## src/logic/supervisor_cfg.svh

```systemverilog
// Constants for the processor supervisor and watchdog.
`ifndef SUPERVISOR_CFG_SVH
`define SUPERVISOR_CFG_SVH

// ----------------------------------------
// Clock and timebase
// ----------------------------------------
`define CLK_PERIOD_NS 4
`define TICK_PERIOD_NS 1000000
`define TICK_CYCLES (`TICK_PERIOD_NS / `CLK_PERIOD_NS)
`define NS_PER_MS 1000000

// ----------------------------------------
// Interval figures and their tick counts
// ----------------------------------------
`define MS_W 11
`define TIMEOUT_SHORT_MS 150
`define TIMEOUT_MID_MS 600
`define TIMEOUT_LONG_MS 1200
`define ACTIVE_MS 610
`define PB_IGNORE_MS 1
`define PB_GUARANTEE_MS 20
`define PB_QUALIFY_MS 4
`define FAIL_DELAY_NS 50000
`define MS_TO_TICKS(ms) (`MS_W'((ms) * `NS_PER_MS / `TICK_PERIOD_NS))
`define FAIL_DELAY_CYCLES (`FAIL_DELAY_NS / `CLK_PERIOD_NS)

// ----------------------------------------
// Reset values
// ----------------------------------------
`define COUNT_RESET 11'h000
`define STROBE_RESET 1'h0

`endif

```

## src/logic/supervisor_pkg.sv

```systemverilog
// Types shared by the supervisor modules.
package supervisor_pkg;
`include "supervisor_cfg.svh"

  typedef enum logic [1:0]
  {
    TSEL_SHORT = 2'b00,
    TSEL_MID = 2'b01,
    TSEL_LONG = 2'b10
  } tsel_type;

  typedef enum logic
  {
    MODE_RUN = 1'b0,
    MODE_HOLD = 1'b1
  } mode_type;

  typedef struct packed
  {
    logic below_4v50;
    logic below_4v75;
  } supply_type;

  typedef struct packed
  {
    mode_type mode;
    logic strobe_prev;
    logic [`MS_W-1:0] db_count;
    logic [`MS_W-1:0] wd_count;
    logic [`MS_W-1:0] act_count;
    logic reset_out;
    logic reset_n_oe;
    logic reset_n_drive;
  } state_type;

  // Code 2'b11 cannot come from a three-level pin; it falls to the longest.
  function automatic logic [`MS_W-1:0] timeout_ticks(input logic [1:0] sel);
    logic [`MS_W-1:0] t;
    t = `MS_TO_TICKS(`TIMEOUT_LONG_MS);
    case (sel)
      TSEL_SHORT: t = `MS_TO_TICKS(`TIMEOUT_SHORT_MS);
      TSEL_MID: t = `MS_TO_TICKS(`TIMEOUT_MID_MS);
      default: t = `MS_TO_TICKS(`TIMEOUT_LONG_MS);
    endcase
    return t;
  endfunction

endpackage

```

## src/logic/timebase_tick.sv

```systemverilog
// Free-running prescaler that emits a one-cycle millisecond tick.
`timescale 1ns/1ps
`include "supervisor_cfg.svh"
module timebase_tick
  import supervisor_pkg::*;
#(
  parameter int TICK_CYCLES = `TICK_CYCLES
)
(
  // Clock and reset
  input wire logic core_clk,
  input wire logic reset,
  // Tick enable
  output logic tick
);

  localparam int CW = $clog2(TICK_CYCLES + 1);

  typedef struct packed
  {
    logic pulse;
    logic [CW-1:0] count;
  } prescale_type;

  prescale_type st;
  prescale_type next_st;

  always_comb
  begin
    next_st = st;
    next_st.pulse = 1'b0;
    if (st.count == CW'(TICK_CYCLES - 1))
    begin
      next_st.count = '0;
      next_st.pulse = 1'b1;
    end
    else
    begin
      next_st.count = st.count + CW'(1);
    end
  end

  always_ff @(posedge core_clk)
  begin
    if (reset)
      st <= '0;
    else
      st <= next_st;
  end

  assign tick = st.pulse;

endmodule

```

## src/logic/cpu_supervisor_watchdog.sv

```systemverilog
// Processor supervisor: supply fail, push-button and strobe watchdog.
`timescale 1ns/1ps
`include "supervisor_cfg.svh"
module cpu_supervisor_watchdog
  import supervisor_pkg::*;
#(
  parameter int TICK_CYCLES = `TICK_CYCLES
)
(
  // Clock and reset
  input wire logic core_clk,
  input wire logic reset,
  // Supply monitor
  input wire supply_type supply,
  input wire logic trip_select,
  // Processor and operator inputs
  input wire logic strobe,
  input wire logic pushbutton_reset_n,
  input wire logic [1:0] timeout_select,
  // Reset outputs
  output logic reset_out,
  output logic reset_n_drive,
  output logic reset_n_oe
);

  // ----------------------------------------
  // Timebase
  // ----------------------------------------
  logic tick;

  // One prescaler serves every interval; the per-interval counters
  // restart on their own events so the shared tick costs at most one
  // tick of accuracy.
  timebase_tick #(
    .TICK_CYCLES(TICK_CYCLES)
  ) u_timebase (
    .core_clk(core_clk),
    .reset(reset),
    .tick(tick)
  );

  // ----------------------------------------
  // Event decode
  // ----------------------------------------
  state_type st;
  state_type next_st;
  logic supply_fail;
  logic strobe_fall;
  logic pb_hit;
  logic wd_expired;
  logic [`MS_W-1:0] timeout_limit;

  always_comb
  begin
    // Sense 1 selects the 4.5 V trip, sense 0 the 4.75 V trip.
    supply_fail = trip_select ? supply.below_4v50
                              : supply.below_4v75;
    strobe_fall = st.strobe_prev && !strobe;
    timeout_limit = timeout_ticks(timeout_select);
    wd_expired = (st.mode == MODE_RUN)
                 && (st.wd_count >= timeout_limit);
    pb_hit = !pushbutton_reset_n
             && (st.db_count == `MS_TO_TICKS(`PB_QUALIFY_MS));
  end

  // ----------------------------------------
  // Next state
  // ----------------------------------------
  always_comb
  begin
    next_st = st;
    next_st.strobe_prev = strobe;

    // Any high level restarts qualification, so short lows are lost.
    if (pushbutton_reset_n)
      next_st.db_count = `COUNT_RESET;
    else if (tick && !pb_hit)
      next_st.db_count = st.db_count + `MS_W'(1);

    case (st.mode)
      MODE_RUN:
      begin
        if (strobe_fall)
          next_st.wd_count = `COUNT_RESET;
        else if (tick)
          next_st.wd_count = st.wd_count + `MS_W'(1);
        if (supply_fail || pb_hit || wd_expired)
        begin
          next_st.mode = MODE_HOLD;
          next_st.act_count = `COUNT_RESET;
        end
      end
      MODE_HOLD:
      begin
        // The watchdog sleeps while the processor is held in reset.
        next_st.wd_count = `COUNT_RESET;
        if (supply_fail || pb_hit)
          next_st.act_count = `COUNT_RESET;
        else if (st.act_count == `MS_TO_TICKS(`ACTIVE_MS))
          next_st.mode = MODE_RUN;
        else if (tick)
          next_st.act_count = st.act_count + `MS_W'(1);
      end
      default:
      begin
        next_st.mode = MODE_HOLD;
      end
    endcase

    // Outputs follow the registered mode so they can never disagree.
    next_st.reset_out = (next_st.mode == MODE_HOLD);
    next_st.reset_n_oe = (next_st.mode == MODE_HOLD);
    next_st.reset_n_drive = 1'b0;
  end

  // ----------------------------------------
  // State register
  // ----------------------------------------
  // Power-up enters the hold state so the processor sees a full
  // active-time reset before it runs.
  always_ff @(posedge core_clk)
  begin
    if (reset)
    begin
      st.mode <= MODE_HOLD;
      st.strobe_prev <= `STROBE_RESET;
      st.db_count <= `COUNT_RESET;
      st.wd_count <= `COUNT_RESET;
      st.act_count <= `COUNT_RESET;
      st.reset_out <= 1'b1;
      st.reset_n_oe <= 1'b1;
      st.reset_n_drive <= 1'b0;
    end
    else
    begin
      st <= next_st;
    end
  end

  assign reset_out = st.reset_out;
  assign reset_n_oe = st.reset_n_oe;
  assign reset_n_drive = st.reset_n_drive;
endmodule

```

## config.mk

```make
export PLATFORM = sky130hd
export DESIGN_NAME = cpu_supervisor_watchdog
export DESIGN_NICKNAME = d
export VERILOG_FILES = /design/src/logic/supervisor_pkg.sv /design/src/logic/timebase_tick.sv /design/src/logic/cpu_supervisor_watchdog.sv
export VERILOG_INCLUDE_DIRS = /design/src /design/src/logic
export SDC_FILE = /design/constraint.sdc
export NUM_CORES = 1
export LEC_CHECK = 0
export BUFFER_PORTS_ARGS = -buffer_cell sky130_fd_sc_hd__buf_2
export CORE_MARGIN = 1
export CORE_UTILIZATION = 54
export CTS_CLUSTER_SIZE = 24
export DETAILED_ROUTE_END_ITERATION = 8
export PLACE_DENSITY_LB_ADDON = 0.25
export REMOVE_ABC_BUFFERS = 1
export SYNTH_ARGS = -nofsm -noshare
export SYNTH_HDL_FRONTEND = slang
export SYNTH_HIERARCHICAL = 1
export SYNTH_SLANG_ARGS = --single-unit
```

## constraint.sdc

```tcl
create_clock -name core_clk -period 3.8 [get_ports core_clk]
set_input_delay 0.38 -clock core_clk [delete_from_list [all_inputs] [get_ports core_clk]]
set_output_delay 0.38 -clock core_clk [all_outputs]
set_load 0.02 [all_outputs]
```

[Word-level counts from Yosys, hierarchy flattened]
Cells that the tools add are included.
W data, S select, Z words.
Word-level totals
  bits in registers: 55
  input port bits: 9
  output and inout bits: 3
  word-level logic and storage cells: 49
Cells by class
  add/subtract/negate cells: 4
  $lt $le $gt $ge: 1
  equality and inequality tests: 8
  mux-type cells: 14
  bitwise logic cells: 1
  reduce and logical (&&, ||, !) cells: 13
Operators with widths (count)
  $mux W11: 6
  $pmux W22 S2: 1
  $add A11 B1 Y11 const B: 3
  $pmux W11 S2: 1
  $add A18 B1 Y18 const B: 1
  $eq A18 B18 Y1 const B: 1
  $eq A11 B10 Y1 const B: 1
  $eq A11 B3 Y1 const B: 1
  $ge A11 B11 Y1: 1
  $mux W1: 5
  $logic_and A1 B1 Y1: 4
  $reduce_or A2 Y1: 2
  $logic_not A1 Y1: 3
  $ne A3 B1 Y1 const B: 1
  $ne A3 B2 Y1 const B: 1
  $ne A3 B3 Y1 const B: 1
  $reduce_and A3 Y1: 1
  $eq A2 B1 Y1 const B: 1
  $logic_not A2 Y1: 1
  $logic_or A1 B1 Y1: 2
  $ne A2 B1 Y1 const B: 1
  $pmux W1 S2: 1
  $not A1 Y1: 1

[Longest topological paths before layout]
Gate-level depths: netlist of run 1.
  depth in word-level cells: 7
  depth in mapped cells: 10
  depth with buffers taken out: 9

[Hierarchy]
Netlist of run 1, hierarchy kept.
Modules (own cells, without submodules)
  cpu_supervisor_watchdog: times used 1, cells an instance 230, area each 1988.2 um^2, seq. area each 700.7 um^2
  timebase_tick: times used 1, cells an instance 94, area each 852.1 um^2, seq. area each 380.4 um^2

[Worst setup path after synthesis of run 1]
No wires, ideal clock.
  kind: input to register
  start: in timeout_select[0]
  end: reg st[10] (netlist name)
  setup time: 91 ps
  data arrival time: 1894 ps
  data required time: 3709 ps
  setup slack: 1815 ps
  stages on the path: 8
  path buffers: 1
  path through: or2_2 > ha_1 > nand2b_1 > a21oi_1 > a211oi_1 > o21ai_0 > clkbuf_1 > a311oi_1
RTL lines
  start, declared: RTL line cpu_supervisor_watchdog.sv:19  | input wire logic [1:0] timeout_select,

==> metrics, run 1 <==
status=completed; Top delay family on crit path=compound AO/OA/AOI/OAI gates; EDFF count, synth=0; Reg clk slew, reported paths=0.09 ns; IO Count=12; M1 WL=2596 um; chip width=74.53 um; Initial Utilization=0.5597; routed wl met2=2414 um; Max Transition Viols Final=0; Hold WC Path Type=primary input to register; top sig layer=met4; share of the synthesized area in the top cell type=0.3806; worst-margin pin slew=1.259 ns; Crit Path Category=primary input to register; iteration count of the initial detailed-routing pass=4; Yosys top cell by area=dfxtp_1; Avg Vias per Cell=5.703; core area=0.005075 mm^2; global route overflow=0; area grow syn2layout=6.784%; cts repair resizes=0; Post-synth top cells=dfxtp_1 (54), nor2_1 (39), nand2_1 (23); syn avg cell area=8.766 um^2; final setup violation count=0; fmax=406.3 MHz; Main synth FF type=dfxtp_1; Post-synth ARST share=0; vias in the first global route=2070; GP Congestion=0.8659; Int Pwr=791.5 uW; switching share of total power=0.2015; hpwl dp=3789 um; CP Buf/Inv Count=1; clock latency on the worst-skew pair=0.30 ns; wire per inst=13.03 um; total of max-cap violations=0; Psw=199.7 uW; Finished Layout Cells=400; first-pass GRT wire length=9004 um; CTS H-tree depth=2; DR iter-0 viols=178; sequential fraction of the synthesis area=0.3806; sequential power share=0.577; Worst Skew=0.008552 ns; DRT Wirelength=5211 um; CP max stage cell=o21ai_0; CP startpoint kind=primary input; Post-DRT Antenna Nets=0; final-stage net count=353; metal3 WL=156 um; combinational fraction of design power=0.032; PortBufs=10; # DRC=0; Num CTS Buffers=5; share of layout cells above drive strength 1=0.09697; CP required=3.93 ns; register bit total from synthesis=54; final setup TNS=0 ns; Clk pwr share=0.391; cell area after synthesis=0.002840 mm^2; slowest stage delay, CP=0.99 ns; relative max-transition margin=0.1517; initial antenna violation count=0; Max FO, Critical Path=11; n_diodes=0; Unique masters post-synth=52; fin crit share=0.6477; Mapped Cells=324; Clock Sinks=54; num rows=26; Synth area leaders=dfxtp_1 (38%), ha_1 (6.2%), xnor2_1 (5.6%), nor2_1 (5.2%), nand2_1 (3.0%); full die area=0.005554 mm^2; leak pwr=0.0009983 uW; CTS tree=done; CTS root buffer=clkbuf_8; synth warn=6; most numerous cell in the Yosys netlist=dfxtp_1; largest net degree at the start of global routing=25; cts hold-fix bufs=0; pwr/cell area=326.8 mW/mm^2; dpl cells=393; buffer count from post-CTS setup fixing=0; Fin. Hold Viols=0; CP cell instances=buf_2, or2_2, ha_1, nand2b_1, a21oi_1, a211oi_1, o21ai_0, a311oi_1; CTS Buffer Depth=2; RSZ-0062 raised after global routing=false; Total Routing Usage GR=0.2061; via count=2281; Tmin final=2.461 ns; Crit. End Element=register; worst IR drop on VDD=228.7 uV; Data arrival, critical path=2.59 ns; die height=74.53 um
-- registers in the layout, summed over array words and instances, names as in the netlist --
register,flops
st,34
reset_n_oe,1
u_timebase/st,18
u_timebase/tick,1
-- kinds of logic (layout without fill, tap and decap cells) --
group | count (synthesis) | after routing | share of synthesized area
other cells | 1 | 1 | 0.001320
fa+ha+maj | 14 | 14 | 0.06167
compound gates | 60 | 60 | 0.1590
buf+inv | 24 | 30 | 0.03744
simple gates | 143 | 143 | 0.2727
mux | 2 | 2 | 0.007049
flops | 54 | 54 | 0.3806
xor+xnor | 26 | 26 | 0.08018
-- placed cells by master, fill, tap and decap left out, types with 3 or more instances in the layout --
| master | netlist | routed |
|---|---|---|
| a311oi_1 | 8 | 8 |
| a41oi_1 | 3 | 3 |
| or4_1 | 3 | 3 |
| and4_1 | 3 | 3 |
| buf_2 | 1 | 10 |
| dfxtp_1 | 54 | 54 |
| ha_1 | 14 | 14 |
| xnor2_1 | 18 | 18 |
| a31oi_1 | 4 | 4 |
| xor2_1 | 8 | 8 |
| nand2b_1 | 4 | 4 |
| or3_1 | 10 | 10 |
| clkbuf_8 | 0 | 6 |
| a21oi_1 | 15 | 15 |
| and3_1 | 4 | 4 |
| nand4_1 | 11 | 11 |
| nor3_1 | 6 | 6 |
| inv_1 | 13 | 13 |
| nor4_1 | 5 | 5 |
| nand2_1 | 23 | 23 |
| nor2b_1 | 5 | 5 |
| o21ai_0 | 14 | 14 |
| nand3_1 | 16 | 16 |
| nor2_1 | 39 | 39 |
-- worst paths after layout --
check                           start                  end  slack (ns)  cells past startpoint
setup / recovery    timeout_select[0]   st[5]$_SDFFE_PP0P_        1.34                      8
hold / removal                 strobe    st[36]$_SDFF_PP0_        0.32                      2
setup reg to reg  st[19]$_SDFFE_PP0P_   st[5]$_SDFFE_PP0P_        1.36                      6
hold reg to reg   st[13]$_SDFFE_PP0P_  st[13]$_SDFFE_PP0P_        0.48                      1
-- per-stage QoR --
stage | setup slack [ns] | utilization | hold WS [ns] | power [uW] | instance area (um^2)
final | 1.339 | 0.5976 | 0.3199 | 991.2 | 3033
after floorplan | 1.617 | - | 0.4427 | 605.2 | 2783
after global routing | 1.182 | 0.5976 | 0.3292 | 1030 | 3033
after global placement | 1.104 | 0.5754 | 0.4672 | 616.4 | 2920
after CTS | 1.354 | 0.5976 | 0.3178 | 1003 | 3033
after detailed placement | 1.011 | 0.5754 | 0.4673 | 617.6 | 2920
-- layer usage --
layer  vias up  global-route usage
met5         -                   0
met4         0             0.05241
met3         5             0.04472
met2        35              0.3313
met1      1056              0.2805
li1       1185                   -
-- worst register-to-register path: stages, from the launching register on --
cell and delay [ns]:
dfxtp_1 0.37, ha_1 0.32, nand4_1 0.13, a21oi_1 0.15
a211oi_1 0.08, o21ai_0 0.99, a311oi_1 0.23
-- area by class of cell --
class / count / area (um^2)
Clock buffer: 6 / 82.58
Clock inverter: 1 / 30.03
Fill cell: 454 / 2042
Inverter: 13 / 48.80
Multi-Input combinational cell: 246 / 1653
Sequential cell: 54 / 1081
Tap cell: 70 / 87.58
Timing Repair Buffer: 10 / 50.05
-- power groups by stage --
stage               combinational [uW]  clock (uW)  sequential, uW
floorplan                         19.8           0             585
global placement                  30.6           0             586
detailed placement                31.8           0             586
CTS                               31.9         398             573
global route                      36.0         421             573
finish                            31.6         387             572
Note: power is estimated with default switching activity, not from simulation.
==> inputs of run 2 (changes only) <==
- clock period: 3.8 -> 2.46 ns (I/O delays scaled with it)
==> run 2 against run 1 <==
Effect of this change:
- count of clock-buffer cells in the layout increased by 1
- design area increased by 0.54%
- total power increased by 54%
- clock power increased by 54%
- sequential share of layout area decreased by 0.19 points
==> metrics, run 2 (synthesized netlist as in run 1, its figures left out) <==
status=completed (unchanged); global route overflow=0 (unchanged); cts repair resizes=0 (unchanged); metal3 WL=129 um (was 156 um); flop-to-flop setup slack=0.25 ns (was 1.36 ns); worst-margin pin slew=0.9000 ns (was 1.259 ns); CTS root buffer=clkbuf_8 (unchanged); fin crit share=0.8971; CP startpoint kind=register (was primary input); wire per inst=12.88 um (was 13.03 um); Final Core Density=0.6008 (was 0.5976); die height=74.53 um (unchanged); chip width=74.53 um (unchanged); Crit Path Category=register to register (was primary input to register); first-pass GRT wire length=8549 um (was 9004 um); CTS H-tree depth=2 (unchanged); Worst Skew=0.005544 ns (was 0.008552 ns); clock latency on the worst-skew pair=0.31 ns (was 0.30 ns); pwr/cell area=501.0 mW/mm^2 (was 326.8 mW/mm^2); Crit. End Element=register (unchanged); Total Routing Usage GR=0.1974 (was 0.2061); initial antenna violation count=0 (unchanged); routed wl met2=2310 um (was 2414 um); PortBufs=10 (unchanged); final-stage net count=356 (was 353); Post-DRT Antenna Nets=0 (unchanged); fmax=453.1 MHz; iteration count of the initial detailed-routing pass=6 (was 4); share of layout cells above drive strength 1=0.1018 (was 0.09697); IO Count=12 (unchanged); leak pwr=0.001007 uW (was 0.0009983 uW); final setup TNS=0 ns (unchanged); DR iter-0 viols=108 (was 178); Regs by FF count=st (34), u_timebase/st (18) (unchanged); area grow syn2layout=7.357% (was 6.784%); Worst R2R Start=st[25]$_SDFFE_PP0P_ (was st[19]$_SDFFE_PP0P_); commonest non-fill, non-tap cell in the layout=dfxtp_1 (unchanged); Avg Vias per Cell=5.698 (was 5.703); total of max-cap violations=0 (unchanged); Initial Utilization=0.5597 (unchanged); Biggest register=st (unchanged); Hold WC Path Type=primary input to register (unchanged); Hold Path Depth=2 (unchanged); Post-DP Area=0.002943 mm^2 (was 0.002920 mm^2); worst reg2reg path depth=7 (was 6); M1 WL=2687 um (was 2596 um); cts hold-fix bufs=0 (unchanged); Fin. Hold Viols=0 (unchanged); full die area=0.005554 mm^2 (unchanged); final setup violation count=0 (unchanged); CTS Buffer Depth=2 (unchanged); num rows=26 (unchanged); Largest register FFs=34 (unchanged); Worst Hold Launch=strobe (unchanged); via count=2302 (was 2281); Max FO, Critical Path=4 (was 11); Data arrival, critical path=2.45 ns (was 2.59 ns); Tmin final=2.207 ns; CP required=2.71 ns (was 3.93 ns); # DRC=0 (unchanged); RSZ-0062 raised after global routing=false (unchanged); vias in the first global route=1949 (was 2070); commonest non-fill, non-tap cells in the layout=dfxtp_1 (54), nor2_1 (39), nand2_1 (23), xnor2_1 (18), nand3_1 (16) (unchanged); GP Congestion=0.8973 (was 0.8659); Final Cell Area=0.003049 mm^2 (was 0.003033 mm^2); DRT Wirelength=5205 um (was 5211 um); Clock Sinks=54 (unchanged); relative max-transition margin=0.3845 (was 0.1517); n_diodes=0 (unchanged); worst IR drop on VDD=437.4 uV (was 228.7 uV); Max Transition Viols Final=0 (unchanged); largest net degree at the start of global routing=25 (unchanged); core area=0.005075 mm^2 (unchanged); hpwl dp=3731 um (was 3789 um); buffer count from post-CTS setup fixing=0 (unchanged); Critical R2R Capture=st[3]$_SDFFE_PP0P_ (was st[5]$_SDFFE_PP0P_); Num CTS Buffers=5 (unchanged); CTS tree=done (unchanged); Hold EP=st[36]$_SDFF_PP0_ (unchanged); Reg clk slew, reported paths=0.09 ns (about the same); top sig layer=met4 (unchanged)
==> run 2: cell count changes in the layout (fill, tap and decap cells not counted), sizes merged <==
| cell | change |
|---|---|
| buf | +3 |
| clkbuf | +1 |
==> run 2: metrics by stage <==
step | hold WS [ns] | worst slack, ns | cells | power (uW)
finish | 0.1789 | 0.2531 | 404 | 1528
global route | 0.1955 | 0.1619 | 404 | 1588
CTS | 0.1685 | 0.3251 | 404 | 1542
detailed placement | 0.4657 | 0.3354 | 396 | 953.5
global placement | 0.4727 | 0.4989 | 396 | 951.8
floorplan | 0.3176 | 0.4108 | 313 | 934.9
==> run 2: worst max-delay path by stage <==
stage                                      to  cells after the start                 from
after floorplan           st[10]$_SDFFE_PP0P_                      7    timeout_select[0]
after global placement     st[8]$_SDFFE_PP0P_                      9    timeout_select[0]
after detailed placement   st[3]$_SDFFE_PP0P_                      7  st[25]$_SDFFE_PP0P_
after CTS                  st[3]$_SDFFE_PP0P_                      7  st[25]$_SDFFE_PP0P_
after global routing       st[3]$_SDFFE_PP0P_                      7  st[25]$_SDFFE_PP0P_
final                      st[3]$_SDFFE_PP0P_                      7  st[25]$_SDFFE_PP0P_
==> run 2: area by class of cell <==
class	count	area, um^2
Fill cell	486	2026
Multi-Input combinational cell	246	1653
Sequential cell	54	1081
Tap cell	70	87.58
Clock buffer	7	76.32
Timing Repair Buffer	13	72.57
Inverter	13	48.80
Clock inverter	1	30.03
==> run 2: report_power, final <==
group | switching (uW) | internal (uW) | total [uW] | leakage, uW
combinational | 29.8 | 18.3 | 48.1 | 0.000519
clock | 290 | 305 | 595 | 0.0000524
sequential | 5.99 | 878 | 884 | 0.000436
total | 326 | 1200 | 1530 | 0.00101
==> run 2: metal layers <==
metal | vias to the layer above | track usage
met4 | 0 | 0.06918
met3 | 8 | 0.04201
met5 | - | 0
met1 | 1076 | 0.2668
li1 | 1194 | -
met2 | 24 | 0.3113
==> run 2: worst max-delay path: stages, from the launching register on <==
cell,delay (ns)
dfxtp_1,0.39
inv_1,0.06
ha_1,0.18
or3b_2,0.26
nor3_2,0.07
a2111oi_0,0.78
o21ai_0,0.23
a21oi_1,0.16
==> inputs of run 3 (changes only) <==
- CTS_CLUSTER_DIAMETER: default -> 100
- GPL_TIMING_DRIVEN: default -> 0
==> run 3 against run 2 <==
Effect of this change:
- via count fell by 1.2%
- sequential power barely moved
- critical path depth did not move
- clock skew rose by 0.0076 ns
- sequential share of layout area rose by 0.22 points
- utilization fell by 0.37 points
- flip-flop and latch count did not move
- critical path type unchanged
- largest cell class unchanged
==> metrics, run 3 (synthesized netlist as in run 1, its figures left out) <==
commonest non-fill, non-tap cells in the layout=dfxtp_1 (54), nor2_1 (39), nand2_1 (23), xnor2_1 (18), nand3_1 (16) (unchanged); slowest stage delay, CP=0.76 ns (was 0.78 ns); iteration count of the initial detailed-routing pass=4 (was 6); Post-DP Area=0.002920 mm^2 (was 0.002943 mm^2); Final Cell Area=0.003030 mm^2 (was 0.003049 mm^2); wire per inst=13.12 um (was 12.88 um); initial antenna violation count=0 (unchanged); status=completed (unchanged); pwr/cell area=502.9 mW/mm^2 (was 501.0 mW/mm^2); Psw=323.2 uW (was 325.7 uW); CP required=2.71 ns (about the same); DR iter-0 viols=94 (was 108); Critical path origin=st[25]$_SDFFE_PP0P_ (unchanged); combinational fraction of design power=0.032 (was 0.031); CP cell instances=inv_1, ha_1, or3b_2, nor3_2, a2111oi_0, o21ai_0, a21oi_1 (unchanged); largest net degree at the start of global routing=25 (unchanged); Worst Skew=0.01312 ns (was 0.005544 ns); RSZ-0062 raised after global routing=false (unchanged); full die area=0.005554 mm^2 (unchanged); via count=2274 (was 2302); fin crit share=0.8892 (was 0.8971); Clock Sinks=54 (unchanged); Top delay family on crit path=compound AO/OA/AOI/OAI gates (unchanged); area grow syn2layout=6.696% (was 7.357%); Final Total Pwr=1524 uW (was 1528 uW); CTS Buffer Depth=2 (unchanged); final-stage net count=353 (was 356); IO Count=12 (unchanged); core area=0.005075 mm^2 (unchanged); total of max-cap violations=0 (unchanged); Data arrival, critical path=2.44 ns (was 2.45 ns); final setup violation count=0 (unchanged); Max Transition Viols Final=0 (unchanged); Crit. End Element=register (unchanged); met3 Resource Use GR=0.05285 (was 0.04201); first-pass GRT wire length=8673 um (was 8549 um); Reg clk slew, reported paths=0.10 ns (was 0.09 ns); switching share of total power=0.2121 (was 0.2132); Max FO, Critical Path=4 (unchanged); CP Buf/Inv Count=1 (unchanged); Total Routing Usage GR=0.2018 (was 0.1974); worst-margin pin slew=0.8762 ns (was 0.9000 ns); chip width=74.53 um (unchanged); commonest non-fill, non-tap cell in the layout=dfxtp_1 (unchanged); Fin. Hold Viols=0 (unchanged); Tmin final=2.187 ns (was 2.207 ns); hpwl dp=3696 um (was 3731 um); sequential power share=0.580 (was 0.579); die height=74.53 um (unchanged); vias in the first global route=2001 (was 1949); routing usage on met2=0.3273 (was 0.3113); Avg Vias per Cell=5.671 (was 5.698); Hold WC Path Type=primary input to register (unchanged); PortBufs=10 (unchanged); fmax=457.2 MHz (was 453.1 MHz); Largest register FFs=34 (unchanged); Num CTS Buffers=5 (unchanged); share of layout cells above drive strength 1=0.09668 (was 0.1018); CTS H-tree depth=2 (unchanged); relative max-transition margin=0.4008 (was 0.3845); CP startpoint kind=register (unchanged); Initial Utilization=0.5597 (unchanged); Post-DRT Antenna Nets=0 (unchanged); Clk pwr share=0.388 (was 0.390); # DRC=0 (unchanged); CTS root buffer=clkbuf_8 (unchanged); CTS tree=done (unchanged); Regs by FF count=st (34), u_timebase/st (18) (unchanged); hold slack final=0.1905 ns (was 0.1789 ns); CP max stage cell=a2111oi_0 (unchanged); Biggest register=st (unchanged); Final Core Density=0.5971 (was 0.6008); Crit Path Category=register to register (unchanged); Worst R2R Start=st[25]$_SDFFE_PP0P_ (unchanged); Worst Hold Launch=strobe (unchanged); buffer count from post-CTS setup fixing=0 (unchanged); Int Pwr=1201 uW (was 1202 uW); GR peak layer=met2 (unchanged); GP Congestion=0.8134 (was 0.8973); clock latency on the worst-skew pair=0.31 ns (about the same); num rows=26 (unchanged); M1 GR Usage=0.2665 (was 0.2668); global route overflow=0 (unchanged); worst IR drop on VDD=472.5 uV (was 437.4 uV); n_diodes=0 (unchanged); leak pwr=0.0009924 uW (was 0.001007 uW); DRT Wirelength=5262 um (was 5205 um)
-- run 3: changes by cell type in the layout (fill, tap and decap cells not counted) --
| cell | before | now |
|---|---|---|
| clkinvlp_4 | 0 | 1 |
| o21ai_0 | 14 | 13 |
| buf_4 | 3 | 0 |
| clkbuf_1 | 2 | 1 |
| o21ai_1 | 0 | 1 |
-- run 3: worst reg2reg max path: cells and delay by family, from the launching register on --
| kind | cells | cell delay (ns) |
|---|---|---|
| AO/OA/AOI/OAI | 3 | 1.11 |
| adder cells (fa/ha/maj) | 1 | 0.19 |
| buffers and inverters | 1 | 0.06 |
| flip-flops | 1 | 0.40 |
| AND/OR/NAND/NOR | 2 | 0.35 |
-- run 3: routing by layer --
metal / vias to the layer above / wire [um]
met5: - / 0
met4: 0 / 42
met3: 5 / 176
met2: 36 / 2394
met1: 1055 / 2648
li1: 1178 / -
-- run 3: timing repair --
item | in CTS | in global routing
endpoints found under the setup margin | 0 | 11
hold buffers | 0 | 0
resized for setup | 0 | 1
endpoints found under the hold margin | 0 | 0
-- run 3: power groups by stage --
stage                     Sequential [uW]  Clock (uW)  Combinational [uW]
after global placement                905           0                47.0
after global routing                  886         643                55.2
after CTS                             885         608                49.2
final                                 885         591                48.6
after detailed placement              905           0                49.0
after floorplan                       904           0                30.6
-- run 3: path summary, 6_finish.rpt --
check | end | slack, ns | cells past startpoint
worst max register to register | st[3]$_SDFFE_PP0P_ | 0.27 | 7
worst min register to register | st[13]$_SDFFE_PP0P_ | 0.49 | 1
worst max-delay path | st[3]$_SDFFE_PP0P_ | 0.27 | 7
worst min-delay path | st[36]$_SDFF_PP0_ | 0.19 | 2
-- run 3: area by class of cell --
| cell class | count | area, um^2 |
|---|---|---|
| Clock inverter | 2 | 37.54 |
| Tap cell | 70 | 87.58 |
| Sequential cell | 54 | 1081 |
| Multi-Input combinational cell | 246 | 1653 |
| Timing Repair Buffer | 10 | 50.05 |
| Fill cell | 485 | 2044 |
| Inverter | 13 | 48.80 |
| Clock buffer | 6 | 72.57 |
-- run 3: metrics by stage --
stage                     setup TNS [ns]  cells  worst slack, ns
after floorplan                        0    313           0.4108
after global placement            -1.026    393          -0.1309
after detailed placement          -1.345    393          -0.1664
after CTS                              0    401          0.04592
after global routing                   0    401          0.03939
final                                  0    401           0.2727
